## config.mk

```make
export PLATFORM = sky130hd
export DESIGN_NAME = cgr_dev_flat
export DESIGN_NICKNAME = d
export VERILOG_FILES = /design/src/rtl/cgr_pkg.sv /design/src/rtl/cgr_spi_if.sv /design/src/rtl/cgr_dev.sv /design/src/flat_wrapper.sv
export SDC_FILE = /design/constraint.sdc
export NUM_CORES = 1
export LEC_CHECK = 0
export BUFFER_PORTS_ARGS = -buffer_cell sky130_fd_sc_hd__buf_2
export CAP_MARGIN = 15
export CORE_MARGIN = 4
export CORE_UTILIZATION = 44
export DETAILED_ROUTE_END_ITERATION = 16
export PLACE_DENSITY_LB_ADDON = 0.05
export SYNTH_ARGS = -nofsm -noshare
export SYNTH_HDL_FRONTEND = slang
export SYNTH_SLANG_ARGS = --single-unit
```

## constraint.sdc

```tcl
create_clock -name pclk -period 3.21 [get_ports pclk]
set_input_delay 0.321 -clock pclk [delete_from_list [all_inputs] [get_ports pclk]]
set_output_delay 0.321 -clock pclk [all_outputs]
set_load 0.03 [all_outputs]
```

## src/rtl/cgr_pkg.sv

```systemverilog
// shared constants for the calibration and port register bank link
//
// Functional notes
// - byte 0Ch: offset trim high, resets 00h
// - byte 0Bh: offset trim low, resets 00h
// - slot 0Dh reads zero; host writes zero
// - byte 0Eh: gain trim low, resets 00h
// - byte 0Fh: gain trim high, resets 40h
// - 10h bits 7:4: zero output, one input
// - 10h bits 3:0: pin levels, reset zero
// - 11h bits 3:0 select each pin's function
// - function zero analog, one digital port
// - 11h bits 7:4 read zero; host writes zero
// - six-input variant: pins disabled until enabled
// - serial clock rests low, mode one
// - drive data only on rising edges
// - sample data only on falling edges
package cgr_pkg;

  // ------------------------------------------------------------------
  // timing
  // ------------------------------------------------------------------
  localparam int CLK_NS   = 4;   // pclk period
  localparam int HALF_NS  = 48;  // least serial clock half period, host
  localparam int HALF_CYC = (HALF_NS + CLK_NS - 1) / CLK_NS;

  // ------------------------------------------------------------------
  // serial frame: read flag, 7-bit offset, 8-bit data, msb first
  // ------------------------------------------------------------------
  localparam int FRAME_BITS       = 16;
  localparam int RD_BIT           = 15;
  localparam int ADR_LSB          = 8;
  localparam logic [4:0] ADR_DONE = 5'h07;
  localparam logic [4:0] LAST_BIT = 5'h0F;

  // ------------------------------------------------------------------
  // device register offsets and reset values
  // ------------------------------------------------------------------
  localparam logic [6:0] ADR_OFS_LO  = 7'h0B;
  localparam logic [6:0] ADR_OFS_HI  = 7'h0C;
  localparam logic [6:0] ADR_RSVD    = 7'h0D;
  localparam logic [6:0] ADR_GAIN_LO = 7'h0E;
  localparam logic [6:0] ADR_GAIN_HI = 7'h0F;
  localparam logic [6:0] ADR_PORT    = 7'h10;
  localparam logic [6:0] ADR_FUNC    = 7'h11;
  localparam logic [7:0] RST_OFS_LO  = 8'h00;
  localparam logic [7:0] RST_OFS_HI  = 8'h00;
  localparam logic [7:0] RST_GAIN_LO = 8'h00;
  localparam logic [7:0] RST_GAIN_HI = 8'h40;
  localparam logic [7:0] RST_PORT    = 8'h00;
  localparam logic [7:0] RST_FUNC    = 8'h00;
  localparam int DIR_LSB             = 4;
  localparam int LVL_LSB             = 0;
  localparam logic [7:0] FUNC_MASK   = 8'h0F;

  // ------------------------------------------------------------------
  // host apb map
  // ------------------------------------------------------------------
  localparam logic [11:0] A_CMD          = 12'h000;
  localparam logic [11:0] A_STAT         = 12'h004;
  localparam int          STAT_BUSY_BIT  = 0;
  localparam int          STAT_RDATA_LSB = 8;

endpackage : cgr_pkg

```

## src/rtl/cgr_spi_if.sv

```systemverilog
// serial link between host controller and register bank
`timescale 1ns/100ps
`default_nettype none
interface cgr_spi_if;
  logic sclk;     // rests low between frames
  logic cs_n;     // frame select, active low
  logic mosi;     // host to device
  logic miso;     // device to host
  logic miso_oe;  // device drives miso while high

  modport dev (
    input  sclk,
    input  cs_n,
    input  mosi,
    output miso,
    output miso_oe
  );
  modport host (
    output sclk,
    output cs_n,
    output mosi,
    input  miso
  );
endinterface : cgr_spi_if
`default_nettype wire

```

## src/rtl/cgr_dev.sv

```systemverilog
// register bank end: serial slave, trim words and port pins
`timescale 1ns/100ps
`default_nettype none
module cgr_dev #(
  parameter int GPIO_PINS = 4,
  parameter bit SIX_INPUT = 1'b0
) (
  input  wire logic                 pclk,
  input  wire logic                 presetn,
  cgr_spi_if.dev                    spi,
  output logic [15:0]               offset_trim_word,
  output logic [15:0]               gain_trim_word,
  input  wire logic [GPIO_PINS-1:0] gpio_in,
  output logic [GPIO_PINS-1:0]      gpio_out,
  output logic [GPIO_PINS-1:0]      gpio_oe,
  output logic [GPIO_PINS-1:0]      analog_en
);

  // ------------------------------------------------------------------
  // elaboration check
  // ------------------------------------------------------------------
  // the port byte packs four orientation and four level bits
  if (GPIO_PINS != 4) begin : g_bad_pins
    $error("cgr_dev: GPIO_PINS must be 4");
  end

  // ------------------------------------------------------------------
  // state
  // ------------------------------------------------------------------
  typedef struct packed {
    logic       sclk_m;
    logic       sclk_s;
    logic       sclk_d;
    logic       cs_m;
    logic       cs_s;
    logic       mosi_m;
    logic       mosi_s;
    logic [3:0] gpio_m;
    logic [3:0] gpio_s;
    logic [4:0] cnt;
    logic [7:0] rx;
    logic [6:0] adr;
    logic       rd;
    logic [7:0] tx;
    logic       miso;
    logic       miso_oe;
    logic [7:0] ofs_lo;
    logic [7:0] ofs_hi;
    logic [7:0] gain_lo;
    logic [7:0] gain_hi;
    logic [7:0] port;
    logic [7:0] func;
  } cgr_dev_st_t;

  localparam cgr_dev_st_t DEV_RST = '{
    cs_m:    1'b1,
    cs_s:    1'b1,
    ofs_lo:  cgr_pkg::RST_OFS_LO,
    ofs_hi:  cgr_pkg::RST_OFS_HI,
    gain_lo: cgr_pkg::RST_GAIN_LO,
    gain_hi: cgr_pkg::RST_GAIN_HI,
    port:    cgr_pkg::RST_PORT,
    func:    cgr_pkg::RST_FUNC,
    default: '0
  };

  cgr_dev_st_t st_r;
  cgr_dev_st_t st_nxt;

  // ------------------------------------------------------------------
  // helpers
  // ------------------------------------------------------------------
  // level bits: input pins show the sampled pad, outputs the latch
  function automatic logic [3:0] cgr_levels(
    input logic [7:0] port,
    input logic [3:0] pad
  );
    logic [3:0] dir;
    dir = port[cgr_pkg::DIR_LSB +: 4];
    cgr_levels = (dir & pad) | (~dir & port[cgr_pkg::LVL_LSB +: 4]);
  endfunction : cgr_levels

  // read decode; unmapped and reserved offsets answer zero
  function automatic logic [7:0] cgr_read(
    input logic [6:0]  adr,
    input cgr_dev_st_t s
  );
    logic [7:0] v;
    v = 8'h00;
    unique case (adr)
      cgr_pkg::ADR_OFS_LO:  v = s.ofs_lo;
      cgr_pkg::ADR_OFS_HI:  v = s.ofs_hi;
      cgr_pkg::ADR_RSVD:    v = 8'h00;
      cgr_pkg::ADR_GAIN_LO: v = s.gain_lo;
      cgr_pkg::ADR_GAIN_HI: v = s.gain_hi;
      cgr_pkg::ADR_PORT: begin
        v = {s.port[cgr_pkg::DIR_LSB +: 4], cgr_levels(s.port, s.gpio_s)};
      end
      cgr_pkg::ADR_FUNC:    v = s.func & cgr_pkg::FUNC_MASK;
      default:              v = 8'h00;
    endcase
    cgr_read = v;
  endfunction : cgr_read

  // ------------------------------------------------------------------
  // next state
  // ------------------------------------------------------------------
  logic       rise;
  logic       fall;
  logic [7:0] byte_in;

  always_comb begin
    st_nxt = st_r;
    // two-flop synchronisers for every pin from outside pclk
    st_nxt.sclk_m = spi.sclk;
    st_nxt.sclk_s = st_r.sclk_m;
    st_nxt.sclk_d = st_r.sclk_s;
    st_nxt.cs_m   = spi.cs_n;
    st_nxt.cs_s   = st_r.cs_m;
    st_nxt.mosi_m = spi.mosi;
    st_nxt.mosi_s = st_r.mosi_m;
    st_nxt.gpio_m = gpio_in;
    st_nxt.gpio_s = st_r.gpio_m;

    // clock rests low, so a rise is always the first edge of a bit
    rise    = st_r.sclk_s & ~st_r.sclk_d;
    fall    = ~st_r.sclk_s & st_r.sclk_d;
    byte_in = {st_r.rx[6:0], st_r.mosi_s};

    st_nxt.miso_oe = ~st_r.cs_s;

    if (st_r.cs_s) begin
      // frame over: rearm, shift out zeros until an offset is known
      st_nxt.cnt = '0;
      st_nxt.tx  = 8'h00;
      st_nxt.miso = 1'b0;
    end else begin
      if (rise) begin
        st_nxt.miso = st_r.tx[7];
        st_nxt.tx   = {st_r.tx[6:0], 1'b0};
      end
      if (fall && st_r.cnt <= cgr_pkg::LAST_BIT) begin
        st_nxt.rx  = byte_in;
        st_nxt.cnt = st_r.cnt + 5'h01;
        if (st_r.cnt == cgr_pkg::ADR_DONE) begin
          // first byte done: latch offset, preload read data
          st_nxt.rd  = byte_in[7];
          st_nxt.adr = byte_in[6:0];
          st_nxt.tx  = cgr_read(byte_in[6:0], st_r);
        end
        if (st_r.cnt == cgr_pkg::LAST_BIT && !st_r.rd) begin
          // second byte done: commit the write; extra bits are ignored
          unique case (st_r.adr)
            cgr_pkg::ADR_OFS_LO:  st_nxt.ofs_lo  = byte_in;
            cgr_pkg::ADR_OFS_HI:  st_nxt.ofs_hi  = byte_in;
            cgr_pkg::ADR_GAIN_LO: st_nxt.gain_lo = byte_in;
            cgr_pkg::ADR_GAIN_HI: st_nxt.gain_hi = byte_in;
            cgr_pkg::ADR_PORT:    st_nxt.port    = byte_in;
            cgr_pkg::ADR_FUNC: begin
              st_nxt.func = byte_in & cgr_pkg::FUNC_MASK;
            end
            default: st_nxt.func = st_r.func;
          endcase
        end
      end
    end
  end

  // ------------------------------------------------------------------
  // state register
  // ------------------------------------------------------------------
  always_ff @(posedge pclk or negedge presetn) begin
    if (!presetn) begin
      st_r <= DEV_RST;
    end else begin
      st_r <= st_nxt;
    end
  end

  // ------------------------------------------------------------------
  // outputs
  // ------------------------------------------------------------------
  assign spi.miso         = st_r.miso;
  assign spi.miso_oe      = st_r.miso_oe;
  assign offset_trim_word = {st_r.ofs_hi, st_r.ofs_lo};
  assign gain_trim_word   = {st_r.gain_hi, st_r.gain_lo};

  // a pin drives only when handed to the port and set to output;
  // a level written while it is an input waits in the latch
  assign gpio_out = st_r.port[cgr_pkg::LVL_LSB +: 4];
  assign gpio_oe  = st_r.func[3:0]
                  & ~st_r.port[cgr_pkg::DIR_LSB +: 4];

  // six-input part: cleared function bits mean pin off, not analog
  assign analog_en = SIX_INPUT ? 4'h0 : ~st_r.func[3:0];

endmodule : cgr_dev
`default_nettype wire

```

## src/flat_wrapper.sv

```systemverilog
// flat-port wrapper written by rule: the top's interface ports become plain ports
module cgr_dev_flat 
#(
  parameter int GPIO_PINS = 4,
  parameter bit SIX_INPUT = 1'b0
)
  (pclk, presetn, offset_trim_word, gain_trim_word, gpio_in, gpio_out, gpio_oe, analog_en, spi_sclk, spi_cs_n, spi_mosi, spi_miso, spi_miso_oe);
  cgr_spi_if spi_i ();
  input  wire logic pclk;
  input  wire logic presetn;
  output logic [15:0] offset_trim_word;
  output logic [15:0] gain_trim_word;
  input  wire logic [GPIO_PINS-1:0] gpio_in;
  output logic [GPIO_PINS-1:0] gpio_out;
  output logic [GPIO_PINS-1:0] gpio_oe;
  output logic [GPIO_PINS-1:0] analog_en;
  input wire logic [$bits(spi_i.sclk)-1:0] spi_sclk;
  input wire logic [$bits(spi_i.cs_n)-1:0] spi_cs_n;
  input wire logic [$bits(spi_i.mosi)-1:0] spi_mosi;
  output wire logic [$bits(spi_i.miso)-1:0] spi_miso;
  output wire logic [$bits(spi_i.miso_oe)-1:0] spi_miso_oe;
  assign spi_i.sclk = spi_sclk;
  assign spi_i.cs_n = spi_cs_n;
  assign spi_i.mosi = spi_mosi;
  assign spi_miso = spi_i.miso;
  assign spi_miso_oe = spi_i.miso_oe;
  cgr_dev #(.GPIO_PINS(GPIO_PINS), .SIX_INPUT(SIX_INPUT)) u_core (.pclk(pclk), .presetn(presetn), .spi(spi_i), .offset_trim_word(offset_trim_word), .gain_trim_word(gain_trim_word), .gpio_in(gpio_in), .gpio_out(gpio_out), .gpio_oe(gpio_oe), .analog_en(analog_en));
endmodule
```

==> impl_metrics.ini <==
[logic_synthesis]
async_reset_ff_frac = 1.00
synth_top_cells_by_count = 86 x dfrtp_1, 60 x mux2_2, 37 x buf_4
synth_nets = 358
synth-edff-count = 0
synth-compound-area-share = 0.0803
synth_area_leaders = dfrtp_1 51%, mux2_2 16%, buf_4 6.6%, mux2i_1 4.0%, dfstp_2 1.9%
synthDominantCellAreaShare = 0.508
synthAdderAreaFrac = 0.00591
ys.flop_type = dfrtp_1
synth_top_family_by_area = multiplexers
synthCells = 347
netlist_area_sq_um = 4240
ys_seq_area_frac = 0.527
synth_simple_gate_area_frac = 0.0939
yosys_warnings = 0
ys_ff_latch = 89
avgSynthCellArea_sq_um = 12.2
synth.most_common_cell = dfrtp_1
yosys.area.top_type = dfrtp_1
ys_types = 49
synthMuxAreaShare = 0.200
synth_xor_area_frac = 0.00413

[worst_hold_path]
hold_depth = 1
worstHoldPathType = in -> reg

[drt]
via_count = 2664
topRoutingLayerUsed = met4
route.detailed.drc = 0
wire_per_inst_um = 17.9
drtIter0Drc = 106
ant_nets = 0
wl_um = 8920
vias_per_cell = 5.36
wl_met2_um = 4060
dr.pass1.iters = 4
wl_met3_um = 313
drt-met1-wl_um = 4430

[outcome]
status = finished clean

[power_and_ir_drop]
pwr_density_cell_nw_per_um2 = 491
comb_power_share = 0.083
p_int_mw = 1.58
switching_share = 0.290
power.switching_uw = 646
seqPwrFrac = 0.597
ir_drop_v = 0.000178
p_leak_nw = 2.24
p_clk_frac = 0.321

[die]
die_h_um = 106
dieArea_sq_um = 11300
pin_count = 55
start_util = 0.454
rows = 35
core_region_area_sq_um = 9330
die_w_um = 106

[setup_path]
worstSetupEndpoint = u_core.gpio_out[2]
reg2reg_slack_ns = 0.28
worstRegToRegCells = 8
cp_data_arrival_time_ns = 3.17
cp_max_fo = 8
crit_required_ns = 3.45
end_kind = register
reg2reg_from = u_core.st_r[74]
r2r_end = u_core.gpio_out[2]
critPathKind = reg -> reg
worstSetupStartpoint = u_core.st_r[74]
worstSetupStartpointType = register

[layout]
final_layout_size_suffix_gt1_frac = 0.391
area_delta_synth_final_pct = 7.24
finalNetCount = 374
antenna_cells = 0
final_cell_area_sq_um = 4540
fill_cells = 897

[clock_tree]
clk_pin_slew_ns = 0.08
cts-hold-fix-buffers = 0
clock-root-buffer = clkbuf_8
clock_latency_ns = 0.36
htreeDepth = 3
post_cts_resized = 0
cts_made_buffers = 9
post-cts-setup-buffers = 0
cts_tree = yes
cts.path.max_buffers = 2
clkSinkCount = 89

[grt]
grt-ovfl-total = 0
grt_usage = 0.172
grt_max_degree = 70
grt_pass1_vias = 2687
grt_pass1_wl_um = 15000
antenna_found_initial = 0

[placement]
gp_congestion = 0.828
portBuffers = 54
dpl.hpwl_um = 6300
dp_slack_ns = 0.203
placed_area_sq_um = 4360

[timing]
fmax_ghz = 0.341
setup_slack_ns = 0.280
finalCritPeriodShare = 0.913
whs_ns = 0.0616
layout_min_cycle_time_ns = 2.93
hold_viol_final = 0
relSlewSlack = 0.381
worstMarginPinSlew_ns = 0.922
finalSetupViolCount = 0
rsz0062_at_grt = false
skew_ns = 0.0117
slew_violations = 0
fin_tns_setup_ns = 0

[run]
drv_cap = 0
## cells in the final DEF, fill, tap and decap left out, types with 4 or more instances in the layout
cell type / n
a211oi_1: 6
nand2_1: 12
nor2_1: 20
buf_2: 53
a2bb2oi_1: 4
a21oi_1: 7
clkbuf_8: 11
inv_1: 8
o21ai_0: 7
nor2b_1: 4
nor3_1: 6
buf_4: 6
nand3_1: 4
dfrtp_1: 86
mux2_2: 60
mux2i_1: 17
a221oi_1: 4
## power groups by stage
stage | clock network, mW | logic, mW | registers, mW
final | 0.716 | 0.184 | 1.33
after global routing | 0.797 | 0.207 | 1.35
after CTS | 0.747 | 0.187 | 1.33
after detailed placement | 0 | 0.186 | 1.35
after global placement | 0 | 0.183 | 1.36
after floorplan | 0 | 0.216 | 1.22
## layout make-up
cell class	instances	area, sq um	area share
inverters	8	30.0	0.00661
multi-input cells	196	1630	0.358
repair buffers	59	310	0.0683
clock buffers	12	155	0.0342
clock inverters	4	27.5	0.00606
well taps	129	161	0.0355
flip-flops and latches	89	2230	0.491
## worst min-delay path by stage
stage | from | endpoint
after global routing | gpio_in[2] | u_core.st_nxt[81]
after floorplan | presetn | u_core.byte_in[0]
after detailed placement | u_core.st_nxt[87] | u_core.byte_in[0]
after global placement | u_core.st_nxt[80] | u_core.st_r[80]
after CTS | spi_cs_n | u_core.st_nxt[89]
final | spi_cs_n | u_core.st_nxt[89]
## sequential cells by signal, indices dropped and copies added (netlist names)
name / cells
u_core.spi.miso_oe: 1
u_core.offset_trim_word: 16
u_core.spi.miso: 1
u_core.gain_trim_word: 16
u_core.byte_in: 8
u_core.gpio_out: 4
u_core.st_nxt: 8
u_core.st_r: 35
## worst max-delay path, stage by stage (launching register included)
cell	delay, ns
dfrtp_1	0.43
ha_1	0.20
and3_1	0.17
ha_1	0.20
or4b_1	0.46
a2111oi_2	0.43
and2b_1	0.20
and4b_2	0.36
mux2_2	0.36
## layer usage
layer / GRT usage / vias to the layer above
met2: 0.259 / 72
met4: 0.0444 / 0
met3: 0.0364 / 11
met1: 0.253 / 1342
met5: 0 / -
li1: - / 1239
## logic make-up after synthesis
family / count (synthesis)
XOR/XNOR: 2
buffers and inverters: 62
adder cells (fa/ha/maj): 2
multiplexers: 77
AND/OR/NAND/NOR: 68
flip-flops: 89
AO/OA/AOI/OAI: 47
## metrics by stage
step / utilization / std cells / power [mW]
2_1_floorplan: - / 347 / 1.43
3_3_place_gp: 0.467 / 481 / 1.54
3_5_place_dp: 0.467 / 481 / 1.54
4_1_cts: 0.487 / 497 / 2.27
5_1_grt: 0.487 / 497 / 2.35
6_report: 0.487 / 497 / 2.23
(Power assumes the default switching activity.)
